$ cat config.mk
export PLATFORM = sky130hd
export DESIGN_NAME = sgc_switch_ctrl
export DESIGN_NICKNAME = d
export VERILOG_FILES = /design/src/include/sgc_pkg.sv /design/src/include/sgc_flush_if.sv /design/src/design/sgc_flush_engine.sv /design/src/design/sgc_switch_ctrl.sv
export SDC_FILE = /design/constraint.sdc
export NUM_CORES = 1
export LEC_CHECK = 0
export ABC_CLOCK_PERIOD_IN_PS = 2250
export BUFFER_PORTS_ARGS = -buffer_cell sky130_fd_sc_hd__buf_2
export CAP_MARGIN = 20
export CORE_ASPECT_RATIO = 1.1
export CORE_MARGIN = 2
export CORE_UTILIZATION = 43
export CTS_CLUSTER_SIZE = 14
export DETAILED_ROUTE_END_ITERATION = 10
export HOLD_SLACK_MARGIN = 0.1
export PLACE_DENSITY_LB_ADDON = 0.08
export SLEW_MARGIN = 20
export SYNTH_ARGS = -nofsm -noshare
export SYNTH_HDL_FRONTEND = slang
export SYNTH_SLANG_ARGS = --single-unit
$ cat constraint.sdc
create_clock -name i_clk -period 2.25 [get_ports i_clk]
set_input_delay 0.45 -clock i_clk [delete_from_list [all_inputs] [get_ports i_clk]]
set_output_delay 0.45 -clock i_clk [all_outputs]
set_load 0.005 [all_outputs]
$ cat src/include/sgc_pkg.sv
package sgc_pkg;

  //////////////////////////////////////////////////////////////////////////////
  // Register offsets on the management port
  localparam logic [7:0] GC0_ADDR = 8'h02;
  localparam logic [7:0] GC1_ADDR = 8'h03;

  // Global control zero field positions
  localparam int GC0_FLUSH_BIT = 4;
  localparam int GC0_CONF_BIT = 1;
  localparam int GC0_LINK_AGE_BIT = 0;
  // Bits 3 and 2 are fixed, read as one
  localparam logic [7:0] GC0_FIXED_ONES = 8'h0c;

  // Global control one field positions
  localparam int GC1_PASS_ALL_BIT = 7;
  localparam int GC1_2K_BIT = 6;
  localparam int GC1_TX_PAUSE_DIS_BIT = 5;
  localparam int GC1_RX_PAUSE_DIS_BIT = 4;
  localparam int GC1_LEN_CHECK_BIT = 3;
  localparam int GC1_AGING_BIT = 2;
  localparam int GC1_FAST_AGE_BIT = 1;
  localparam int GC1_BACKOFF_BIT = 0;

  // Reset values; strap-driven bits overlaid at reset
  localparam logic [7:0] GC0_RESET = 8'h00;
  localparam logic [7:0] GC1_RESET = 8'h04;

  //////////////////////////////////////////////////////////////////////////////
  // Frame classification constants
  localparam logic [15:0] FLOWCTL_TYPE = 16'h8808;
  localparam logic [47:0] FLOWCTL_DA = 48'h0180c2000001;
  localparam logic [15:0] LEN_FIELD_LIMIT = 16'h05dc;
  localparam logic [15:0] MAX_LEN_2K = 16'h0800;
  localparam logic [15:0] MAX_LEN_STD = 16'h0600;

  //////////////////////////////////////////////////////////////////////////////
  // Timing: clock rate and aging periods
  localparam longint CLK_HZ = 40_000_000;
  localparam longint AGE_NORMAL_S = 300;
  localparam longint AGE_TOL_S = 75;
  localparam longint FAST_AGE_US = 800;
  localparam logic [33:0] AGE_NORMAL_CYC = 34'(AGE_NORMAL_S * CLK_HZ);
  // Longest time, rounded down
  localparam logic [33:0] FAST_AGE_CYC = 34'((FAST_AGE_US * CLK_HZ) / 1_000_000);

  // Flush engine states
  typedef enum logic [0:0] {
    FL_IDLE = 1'b0,
    FL_SCAN = 1'b1
  } sgc_flush_state_e;

endpackage

$ cat src/include/sgc_flush_if.sv
interface sgc_flush_if #(
  parameter int IW = 5,
  parameter int PORTS = 4
);
  logic start;
  logic busy;
  logic done;
  logic [IW-1:0] scan_idx;
  logic [IW-1:0] clr_idx;
  logic clear;
  logic entry_valid;
  logic [PORTS-1:0] entry_ports;
  logic entry_mcast;
  logic [PORTS-1:0] learn_dis;

  modport ctrl (
    output start, entry_valid, entry_ports, entry_mcast, learn_dis,
    input busy, done, scan_idx, clr_idx, clear
  );
  modport engine (
    input start, entry_valid, entry_ports, entry_mcast, learn_dis,
    output busy, done, scan_idx, clr_idx, clear
  );
endinterface

$ cat src/design/sgc_flush_engine.sv
module sgc_flush_engine #(
  parameter int ENTRIES = 32,
  parameter int PORTS = 4
) (
  input wire logic i_clk,
  input wire logic i_reset,
  sgc_flush_if.engine fl
);
  localparam int IW = $clog2(ENTRIES);
  localparam logic [IW-1:0] LAST_IDX = IW'(ENTRIES - 1);

  // Exactly one port named in the set
  function automatic logic single_port(input logic [PORTS-1:0] p);
    return (p != '0) && ((p & (p - 1'b1)) == '0);
  endfunction

  sgc_pkg::sgc_flush_state_e state;
  sgc_pkg::sgc_flush_state_e next_state;
  wire logic scanning = (state == sgc_pkg::FL_SCAN);
  wire logic at_last = (fl.scan_idx == LAST_IDX);
  wire logic match = fl.entry_valid && single_port(fl.entry_ports) && !fl.entry_mcast
                     && ((fl.entry_ports & fl.learn_dis) != '0);

  // Scan walks every entry once, one per cycle
  always_comb
  begin
    case (state)
      sgc_pkg::FL_IDLE: next_state = fl.start ? sgc_pkg::FL_SCAN : sgc_pkg::FL_IDLE;
      sgc_pkg::FL_SCAN: next_state = at_last ? sgc_pkg::FL_IDLE : sgc_pkg::FL_SCAN;
      default: next_state = sgc_pkg::FL_IDLE;
    endcase
  end

  always_ff @(posedge i_clk)
  begin
    if (i_reset)
    begin
      state <= sgc_pkg::FL_IDLE;
      fl.scan_idx <= '0;
      fl.clr_idx <= '0;
      fl.clear <= 1'b0;
      fl.done <= 1'b0;
    end
    else
    begin
      state <= next_state;
      fl.scan_idx <= scanning ? fl.scan_idx + 1'b1 : '0;
      fl.clr_idx <= fl.scan_idx;
      fl.clear <= scanning && match;
      fl.done <= scanning && at_last;
    end
  end

  assign fl.busy = scanning;
endmodule // sgc_flush_engine

$ cat src/design/sgc_switch_ctrl.sv
module sgc_switch_ctrl #(
  parameter int PORTS = 4,
  parameter int ENTRIES = 32,
  parameter logic [33:0] NORMAL_AGE_CYC = sgc_pkg::AGE_NORMAL_CYC,
  parameter logic [33:0] FAST_AGE_CYC = sgc_pkg::FAST_AGE_CYC,
  parameter logic [15:0] MAX_STD_LEN = sgc_pkg::MAX_LEN_STD
) (
  input wire logic i_clk,
  input wire logic i_reset,
  input wire logic i_reg_wr,
  input wire logic i_reg_rd,
  input wire logic [7:0] i_reg_addr,
  input wire logic [7:0] i_reg_wdata,
  output logic [7:0] o_reg_rdata,
  input wire logic i_pause_default_strap_pin,
  input wire logic i_backoff_default_strap_pin,
  input wire logic [PORTS-1:0] i_link_up,
  input wire logic [PORTS-1:0] i_learn_dis,
  output logic [$clog2(ENTRIES)-1:0] o_stat_rd_idx,
  output logic [$clog2(ENTRIES)-1:0] o_stat_clr_idx,
  output logic o_stat_clear,
  input wire logic i_stat_valid,
  input wire logic [PORTS-1:0] i_stat_ports,
  input wire logic i_stat_mcast,
  input wire logic [PORTS-1:0] i_an_tx_pause,
  input wire logic [PORTS-1:0] i_an_rx_pause,
  output logic [PORTS-1:0] o_tx_fc_en,
  output logic [PORTS-1:0] o_rx_fc_en,
  input wire logic i_frm_valid,
  input wire logic [15:0] i_frm_type,
  input wire logic [47:0] i_frm_da,
  input wire logic i_frm_is_pause,
  input wire logic i_frm_bad,
  input wire logic [15:0] i_frm_payload_len,
  input wire logic [15:0] i_frm_size,
  output logic o_frm_done,
  output logic o_frm_drop,
  output logic o_age_tick,
  output logic o_age_all,
  output logic o_fast_pending,
  output logic o_aggr_backoff,
  output logic o_flush_busy
);

  localparam int IW = $clog2(ENTRIES);

  //////////////////////////////////////////////////////////////////////////////
  // Flush engine hookup
  sgc_flush_if #(.IW(IW), .PORTS(PORTS)) fl ();

  sgc_flush_engine #(.ENTRIES(ENTRIES), .PORTS(PORTS)) u_flush (
    .i_clk(i_clk),
    .i_reset(i_reset),
    .fl(fl.engine)
  );

  logic flush_start;
  assign fl.start = flush_start;
  assign fl.entry_valid = i_stat_valid;
  assign fl.entry_ports = i_stat_ports;
  assign fl.entry_mcast = i_stat_mcast;
  assign fl.learn_dis = i_learn_dis;
  // Engine drives these from its own flops
  assign o_stat_rd_idx = fl.scan_idx;
  assign o_stat_clr_idx = fl.clr_idx;
  assign o_stat_clear = fl.clear;

  //////////////////////////////////////////////////////////////////////////////
  // Pin synchronisers; first stage read only by second
  logic pause_strap_s1;
  logic pause_strap_s2;
  logic backoff_strap_s1;
  logic backoff_strap_s2;
  logic [PORTS-1:0] link_s1;
  logic [PORTS-1:0] link_s2;
  logic [PORTS-1:0] link_s3;

  always_ff @(posedge i_clk)
  begin
    pause_strap_s1 <= i_pause_default_strap_pin;
    pause_strap_s2 <= pause_strap_s1;
    backoff_strap_s1 <= i_backoff_default_strap_pin;
    backoff_strap_s2 <= backoff_strap_s1;
    link_s1 <= i_link_up;
    link_s2 <= link_s1;
  end

  // Edge history tracks the pin through reset too; a constant here would
  // make links already down at release look like a fresh unplug
  always_ff @(posedge i_clk)
  begin
    link_s3 <= link_s2;
  end

  wire logic link_drop = |(link_s3 & ~link_s2);

  //////////////////////////////////////////////////////////////////////////////
  // Register fields
  logic conf_drop_mode;
  logic link_age_en;
  logic pass_all;
  logic accept_2k;
  logic tx_pause_dis;
  logic rx_pause_dis;
  logic len_check;
  logic aging_en;
  logic fast_age;

  wire logic wr_gc0 = i_reg_wr && (i_reg_addr == sgc_pkg::GC0_ADDR);
  wire logic wr_gc1 = i_reg_wr && (i_reg_addr == sgc_pkg::GC1_ADDR);
  // Flush is busy from the start pulse through the done pulse
  wire logic flush_active = flush_start || fl.busy || fl.done;
  wire logic flush_req = wr_gc0 && i_reg_wdata[sgc_pkg::GC0_FLUSH_BIT] && !flush_active;

  wire logic [7:0] gc0_view = sgc_pkg::GC0_FIXED_ONES
                              | (8'(flush_active) << sgc_pkg::GC0_FLUSH_BIT)
                              | (8'(conf_drop_mode) << sgc_pkg::GC0_CONF_BIT)
                              | (8'(link_age_en) << sgc_pkg::GC0_LINK_AGE_BIT);
  wire logic [7:0] gc1_view = {pass_all, accept_2k, tx_pause_dis, rx_pause_dis,
                               len_check, aging_en, fast_age, o_aggr_backoff};
  wire logic [7:0] rd_mux = (i_reg_addr == sgc_pkg::GC0_ADDR) ? gc0_view :
                            (i_reg_addr == sgc_pkg::GC1_ADDR) ? gc1_view : 8'h00;

  // Global control zero; writes during a flush leave it running
  always_ff @(posedge i_clk)
  begin
    if (i_reset)
    begin
      conf_drop_mode <= sgc_pkg::GC0_RESET[sgc_pkg::GC0_CONF_BIT];
      link_age_en <= sgc_pkg::GC0_RESET[sgc_pkg::GC0_LINK_AGE_BIT];
      flush_start <= 1'b0;
    end
    else
    begin
      flush_start <= flush_req;
      if (wr_gc0)
      begin
        conf_drop_mode <= i_reg_wdata[sgc_pkg::GC0_CONF_BIT];
        link_age_en <= i_reg_wdata[sgc_pkg::GC0_LINK_AGE_BIT];
      end
    end
  end

  // Global control one; strap levels caught while reset is held
  always_ff @(posedge i_clk)
  begin
    if (i_reset)
    begin
      pass_all <= sgc_pkg::GC1_RESET[sgc_pkg::GC1_PASS_ALL_BIT];
      accept_2k <= sgc_pkg::GC1_RESET[sgc_pkg::GC1_2K_BIT];
      tx_pause_dis <= pause_strap_s2;
      rx_pause_dis <= pause_strap_s2;
      len_check <= sgc_pkg::GC1_RESET[sgc_pkg::GC1_LEN_CHECK_BIT];
      aging_en <= sgc_pkg::GC1_RESET[sgc_pkg::GC1_AGING_BIT];
      fast_age <= sgc_pkg::GC1_RESET[sgc_pkg::GC1_FAST_AGE_BIT];
      o_aggr_backoff <= backoff_strap_s2;
    end
    else if (wr_gc1)
    begin
      pass_all <= i_reg_wdata[sgc_pkg::GC1_PASS_ALL_BIT];
      accept_2k <= i_reg_wdata[sgc_pkg::GC1_2K_BIT];
      tx_pause_dis <= i_reg_wdata[sgc_pkg::GC1_TX_PAUSE_DIS_BIT];
      rx_pause_dis <= i_reg_wdata[sgc_pkg::GC1_RX_PAUSE_DIS_BIT];
      len_check <= i_reg_wdata[sgc_pkg::GC1_LEN_CHECK_BIT];
      aging_en <= i_reg_wdata[sgc_pkg::GC1_AGING_BIT];
      fast_age <= i_reg_wdata[sgc_pkg::GC1_FAST_AGE_BIT];
      o_aggr_backoff <= i_reg_wdata[sgc_pkg::GC1_BACKOFF_BIT];
    end
  end

  // Read data holds between reads
  always_ff @(posedge i_clk)
  begin
    if (i_reset)
      o_reg_rdata <= 8'h00;
    else if (i_reg_rd)
      o_reg_rdata <= rd_mux;
  end

  always_ff @(posedge i_clk)
  begin
    if (i_reset)
      o_flush_busy <= 1'b0;
    else
      o_flush_busy <= flush_active;
  end

  //////////////////////////////////////////////////////////////////////////////
  // Pause enables per port
  always_ff @(posedge i_clk)
  begin
    if (i_reset)
    begin
      o_tx_fc_en <= '0;
      o_rx_fc_en <= '0;
    end
    else
    begin
      o_tx_fc_en <= tx_pause_dis ? '0 : i_an_tx_pause;
      o_rx_fc_en <= rx_pause_dis ? '0 : i_an_rx_pause;
    end
  end

  //////////////////////////////////////////////////////////////////////////////
  // Frame admission; verdict one cycle after the request
  wire logic is_fc_type = (i_frm_type == sgc_pkg::FLOWCTL_TYPE);
  wire logic is_fc_da = (i_frm_da == sgc_pkg::FLOWCTL_DA);
  wire logic drop_conf = conf_drop_mode && (is_fc_type || is_fc_da);
  wire logic drop_fc = !conf_drop_mode && i_frm_is_pause;
  wire logic drop_len = len_check && (i_frm_type < sgc_pkg::LEN_FIELD_LIMIT)
                        && (i_frm_type != i_frm_payload_len);
  wire logic [15:0] max_len = accept_2k ? sgc_pkg::MAX_LEN_2K : MAX_STD_LEN;
  wire logic drop_size = (i_frm_size > max_len);
  // errored frames pass only in pass-all
  wire logic drop_bad = i_frm_bad && !pass_all;
  wire logic next_drop = drop_conf || drop_fc || drop_len || drop_size || drop_bad;

  always_ff @(posedge i_clk)
  begin
    if (i_reset)
    begin
      o_frm_done <= 1'b0;
      o_frm_drop <= 1'b0;
    end
    else
    begin
      o_frm_done <= i_frm_valid;
      o_frm_drop <= i_frm_valid && next_drop;
    end
  end

  //////////////////////////////////////////////////////////////////////////////
  // Aging timer; fast period while fast bit or a link-loss pass is pending
  logic [33:0] age_cnt;
  wire logic fast_mode = fast_age || o_fast_pending;
  wire logic [33:0] age_limit = fast_mode ? FAST_AGE_CYC : NORMAL_AGE_CYC;
  wire logic age_expire = aging_en && (age_cnt >= age_limit - 34'd1);
  wire logic fast_set = link_age_en && link_drop;

  always_ff @(posedge i_clk)
  begin
    if (i_reset || !aging_en || fast_set || age_expire)
      age_cnt <= '0;
    else
      age_cnt <= age_cnt + 34'd1;
  end

  // Set beats clear: a new link loss rearms the pass
  always_ff @(posedge i_clk)
  begin
    if (i_reset)
      o_fast_pending <= 1'b0;
    else if (fast_set)
      o_fast_pending <= 1'b1;
    else if (age_expire)
      o_fast_pending <= 1'b0;
  end

  always_ff @(posedge i_clk)
  begin
    if (i_reset)
    begin
      o_age_tick <= 1'b0;
      o_age_all <= 1'b0;
    end
    else
    begin
      o_age_tick <= age_expire;
      o_age_all <= link_drop;
    end
  end
endmodule // sgc_switch_ctrl

==> results of run 1 <==
## state kept, by name, summed over array words and instances (netlist names), 4 cells and up
register	cells
o_tx_fc_en	4
link_s2	4
u_flush.fl.clr_idx	5
link_s3	4
age_cnt	34
o_rx_fc_en	4
o_reg_rdata	8
u_flush.fl.scan_idx	5
link_s1	4
## final cells by class
cell class | instances | area share (%)
repair buffers | 192 | 19.0
clock buffers | 10 | 2.25
well taps | 120 | 2.64
inverters | 19 | 1.25
flip-flops and latches | 96 | 34.4
clock inverters | 6 | 0.880
multi-input cells | 339 | 39.6
## placed cells by master (no fill, tap or decap), drive strengths merged, types with 2 or more instances in the layout
cell	n
and4	2
nor3	14
inv	23
nor2	69
maj3	2
clkbuf	12
nor2b	9
a211oi	3
xnor2	18
a22oi	4
ha	13
or3	2
and3	5
edfxtp	3
nand3	28
o221ai	3
nor4	14
nor4b	12
o31ai	2
nand2	27
a21oi	18
clkinvlp	2
and2	10
nand2b	9
nand4	14
buf	190
dfxtp	93
a211o	2
or2	2
o21ai	6
xor2	32
a31oi	4
nand3b	2
## worst max path at each step
| stage | to | slack (ns) | cells past startpoint |
|---|---|---|---|
| floorplan | age_cnt[25] | 0.07 | 11 |
| global placement | age_cnt[1] | 0.07 | 10 |
| detailed placement | age_cnt[19] | 0.02 | 10 |
| CTS | age_cnt[1] | 0.01 | 10 |
| global route | age_cnt[13] | -0.03 | 9 |
| finish | age_cnt[13] | 0.06 | 9 |
## what timing repair did
item | in CTS | in global routing
setup endpoints to repair | 0 | 36
buffers inserted | 0 | 1
gates resized for setup | 0 | 36
## where the power goes
group	total [W]	leakage, nW	internal, W	switching [W]
registers	0.00176	0.789	0.00175	0.0000164
logic	0.000294	1.62	0.000166	0.000128
clock network	0.00104	0.0858	0.000419	0.000623
## through the flow
step	worst slack, ns	TNS [ns]	util [%]
after floorplan	0.0713	0	-
after global placement	0.0693	0	54.7
after CTS	0.0121	0	56.6
after global routing	-0.0299	-0.359	58.3
after detailed placement	0.0249	0	54.7
final	0.0569	0	58.3
## logic make-up after synthesis
logic type	count (synthesis)
compound gates	47
xor+xnor	50
fa+ha+maj	15
buf+inv	32
flops	96
mux	2
simple gates	225
## layer usage
layer,share of wire [%],track usage [%]
met2,48,31.2
met3,5.1,4.65
met1,45,24.8
met5,0,0
met4,2.1,7.24
==> impl_results.md, run 1 <==
* Status: completed
* Synth Area in Adders at about 4.3%
* Post-synthesis compound-gate area fraction at under 10%
* Critical path launch point: fast_age
* Die Y at 108 µm
* Cell area power density at between 500 and 600 nW/µm²
* First-pass DRT Iterations at 4
* Area occupied by multi-input gates at 2250 µm²
* WL final at 10,200 µm
* Post-route cell area at between 5000 and 6000 µm²
* Nets at 813
* Top cell type's share of synthesized area at 43.8%
* Hold Startpoint: i_link_up[2]
* Fillers at 907
* Post-Synthesis Cells at approximately 470
* WHS at 0.182 ns
* EDFF count, synth at 3
* Seq/Total Area, Yosys at 45.9%
* FF-to-FF setup slack at approximately 0.057 ns
* Largest family of logic cells by synthesized area: simple AND/OR/NAND/NOR gates
* Total track usage at between 10% and 20%
* Antenna Nets Post-Route at 0
* FF/Latch Area at 1950 µm²
* Drt wl/cell at 13.1 µm
* Placed Instances at 763
* Fmax at roughly 460 MHz
* Sequence of cells on the critical path: or2_4, buf_6, ha_2, or3_4, nor3_4, a31oi_2, nand3b_4, clkbuf_16, nor2_2
* Final min period at 2.19 ns
* RR Endpoint: age_cnt[13]
* Most common cell in the synthesized netlist: dfxtp_1
* Tcrit/Tclk final at 97.5%
* Instance area at placement at ~5300 µm²
* Worst path bufs/invs at 2
* Hold_buf cts at 0
* Initial core utilization at 43.6%
* Hold Vio Cnt, Final at 0
* DP HPWL at 7990 µm
* CTS tree: done
* Slowest cell on crit path: or3_4
* Post-synth top cells: 93 x dfxtp_1, 64 x nor2_1, 32 x xor2_1
* CP Launch Type: flop
* Delay-heaviest family, CP: simple AND/OR/NAND/NOR gates
* RSZ-0062 raised after global routing: true
* I/O Buffers at 176
* Hold Path End: link_s1[2]
* P_leak at 2.49 nW
* Syn Nets at 623
* Grt ovf at 0
* Ant diodes at 0
* Core Area at 9750 µm²
* Synth unique cells at 52
* Initial DRC Count at 74
* Clock root cell: clkbuf_8
* Drc violations at 0
* Post-route insts no fill at 782
* Sink Count at 96
* Final Power at ~0.0031 W
* Flops & latches, synth at 96
* H-tree Lvls at 3
* Worst Reg-to-Reg Cells at 9
* Max_cap viols at 0
* Mux contribution to synthesized area at less than 1%
* Yosys top cell by area: dfxtp_1
* Crit path DAT at 2.49 ns
* DR vias/cell at 4.95
* Ports at around 180
* First-pass GRT wire length at 17,000 µm
* Worst vdd ir at around 390 µV
* Final Max Tran Viols at 0
* Hold Path Class: input pin to flop
* Setup crit end kind: flop
* TritonCTS Buffers at 9
* Total Die Area at between 10,000 and 15,000 µm²
* Endpoints failing setup at 0
* Antenna violations before repair at 0
* Main area contributors after synthesis: dfxtp_1 44%, xor2_1 6.6%, nor2_1 5.7%
* Synth Area in XOR/XNOR at around 10%
* Largest net degree at the start of global routing at 37
* WHS Path Cells at 1
* Worst Max-Slew Pin Slew at 0.454 ns
* Synth Cell Area at 4250 µm²
* Synth warn at 0
* Worst path max stage delay at approximately 0.34 ns
* Primary FF master, synth: dfxtp_1
* Reg-to-Reg Start: fast_age
* Req. time, crit path at about 2.6 ns
* Row count at 38
* Clock skew at 0.0137 ns
* Worst rel slew slack at 69.3%
* RD Place Congestion at 0.814
* Clock buffer depth at 2
* Syn avg cell area at 9.10 µm²
* Die X at 98.8 µm
* Simple-gate share of the synthesized area at 28.2%
* Crit path kind: flop to flop
* Async SR Flop Fraction at 0%
* CP Max Fanout at 7
* Reg clk slew, reported paths at 0.10 ns
* DR vias at 3,873
* Number of global-route vias before repair at between 3,000 and 4,000
* Area Overhead vs Synth at 33.7%
* Worst skew pair latency at 0.36 ns
* Layout cells sized above 1 at 37.8%
No activity file was read; power rests on OpenSTA's default activity.
==> inputs of run 2 (changes only) <==
--- a/config.mk
+++ b/config.mk
@@ -5,12 +5,12 @@
 export SDC_FILE = /design/constraint.sdc
 export NUM_CORES = 1
 export LEC_CHECK = 0
-export ABC_CLOCK_PERIOD_IN_PS = 2250
+export ABC_CLOCK_PERIOD_IN_PS = 2500
 export BUFFER_PORTS_ARGS = -buffer_cell sky130_fd_sc_hd__buf_2
 export CAP_MARGIN = 20
 export CORE_ASPECT_RATIO = 1.1
 export CORE_MARGIN = 2
-export CORE_UTILIZATION = 43
+export CORE_UTILIZATION = 48
 export CTS_CLUSTER_SIZE = 14
 export DETAILED_ROUTE_END_ITERATION = 10
 export HOLD_SLACK_MARGIN = 0.1
==> constraint.sdc (replaced) <==
create_clock -name i_clk -period 2.5 [get_ports i_clk]
set_input_delay 0.5 -clock i_clk [delete_from_list [all_inputs] [get_ports i_clk]]
set_output_delay 0.5 -clock i_clk [all_outputs]
set_load 0.005 [all_outputs]
==> impl_results.md, run 2 (synthesis gave the netlist of run 1 again) <==
* Number of global-route vias before repair at 3,692
* Final min period at between 2 and 2.5 ns
* Core Area at 8740 µm²
* First-pass GRT wire length at 16,400 µm
* I/O Buffers at 176
* Placement Setup Slack at -0.00392 ns
* Worst rel slew slack at 48.9%
* Worst Max-Slew Pin Slew at 0.767 ns
* Setup crit end kind: flop
* DP HPWL at roughly 8000 µm
* CP Launch Type: flop
* TritonCTS Buffers at 9
* Nets at approximately 800
* Row count at 36
* WL final at 10,300 µm
* Reg with most FFs: age_cnt
* Largest register FFs at 34
* Final Max Tran Viols at 0
* WHS at 0.226 ns
* Max_cap viols at 0
* DR vias/cell at 5.15
* Reg clk slew, reported paths at 0.10 ns
* Largest net degree at the start of global routing at 37
* RD Place Congestion at 0.865
* Layout cells sized above 1 at 32.9%
* Area Overhead vs Synth at 29.0%
* Antenna Nets Post-Route at 0
* Crit path DAT at 2.72 ns
* Status: completed
* Endpoints failing setup at 0
* Tcrit/Tclk final at 96.7%
* Commonest non-fill, non-tap cell in the layout: buf_2
* Sink Count at 96
* CTS tree: done
* Worst skew pair latency at 0.37 ns
* Setup_tns at 0 ns
* Grt ovf at 0
* Placed Instances at 750
* Drt wl/cell at ~13 µm
* DR vias at a little under 4,000
* Clock buffer depth at 2
* Req. time, crit path at 2.80 ns
* Clock skew at 0.0104 ns
* Crit path kind: flop to flop
* Hold Path Class: input pin to flop
* P_leak at approximately 2.4 nW
* Initial DRC Count at 167
* Top Registers: age_cnt x34, o_reg_rdata x8
* Total Die Area at roughly 9600 µm²
* WHS Path Cells at 1
* Post-route insts no fill at between 700 and 800
* CP Max Fanout at 16
* Worst Reg-to-Reg Cells at 7
* RR Endpoint: age_cnt[5]
* Worst vdd ir at 349 µV
* First-pass DRT Iterations at 6
* Hold_buf cts at 0
* Total track usage at 21.1%
* H-tree Lvls at 3
* Final WS setup at 0.0814 ns
* Hold Vio Cnt, Final at 0
* Postcts setup bufs at 0
* Fmax at ~410 MHz
* Drc violations at 0
* Ports at 177
* Die Y at slightly above 100 µm
* FF-to-FF setup slack at between 0.08 and 0.09 ns
* Ant diodes at 0
* Hold Path End: link_s1[1]
* Die X at 93.7 µm
* Initial core utilization at 48.6%
* Clock root cell: clkbuf_8
* Antenna violations before repair at 0
* Hold Startpoint: i_link_up[1]
* Cell area power density at 510 nW/µm²
* Reg-to-Reg Start: fast_age
* Commonest non-fill, non-tap cells in the layout: 176 x buf_2, 92 x dfxtp_1, 64 x nor2_1, 32 x xor2_1, 28 x nand3_1
==> run 2: critical path: stages, from the launching register on <==
cell and delay, ns:
dfxtp_2 0.35, or2_1 0.27, buf_4 0.19, ha_1 0.30
a211o_1 0.31, a21oi_2 0.44, nand3b_4 0.30, nor2_1 0.19
==> run 2: per-stage QoR <==
stage / utilization, % / instance area (µm²) / power (W)
after CTS: 62.1 / 5420 / 0.00283
final: 62.7 / 5480 / 0.00280
after detailed placement: 59.9 / 5240 / 0.00187
after global routing: 62.7 / 5480 / 0.00292
after global placement: 59.9 / 5240 / 0.00186
after floorplan: - / 4250 / 0.00171
==> run 2: timing repair <==
item / 4_1_cts / 5_1_grt
setup endpoints to repair: 3 / 33
endpoints found under the hold margin: 0 / 0
gates resized for setup: 0 / 6
cloned: 0 / 2
==> run 2: worst max-delay path by stage <==
stage | from | end | depth (start not counted)
floorplan | o_fast_pending | age_cnt[25] | 11
global placement | fast_age | age_cnt[31] | 9
detailed placement | fast_age | age_cnt[7] | 9
CTS | fast_age | age_cnt[7] | 9
global route | fast_age | age_cnt[5] | 7
finish | fast_age | age_cnt[5] | 7
==> run 2: cell type report <==
type	instances	area, µm²
multi-input combinational	341	2200
clock inverter	7	61.3
clock buffer	9	124
sequential	96	1950
tap	114	143
fill	759	3260
timing repair buffer	182	926
inverter	19	71.3
==> run 2: where the power goes <==
part	internal, W	switching (W)
Combinational	0.000134	0.000113
Sequential	0.00157	0.0000138
Clock	0.000383	0.000582
==> run 2: layer usage <==
metal / track usage (%) / part of all wire, % / vias up
met5: 0 / 0 / -
met4: 8.36 / 1.2 / 0
met3: 4.90 / 5.8 / 13
met2: 34.2 / 49 / 123
met1: 27.3 / 44 / 1827
li1: - / - / 1995
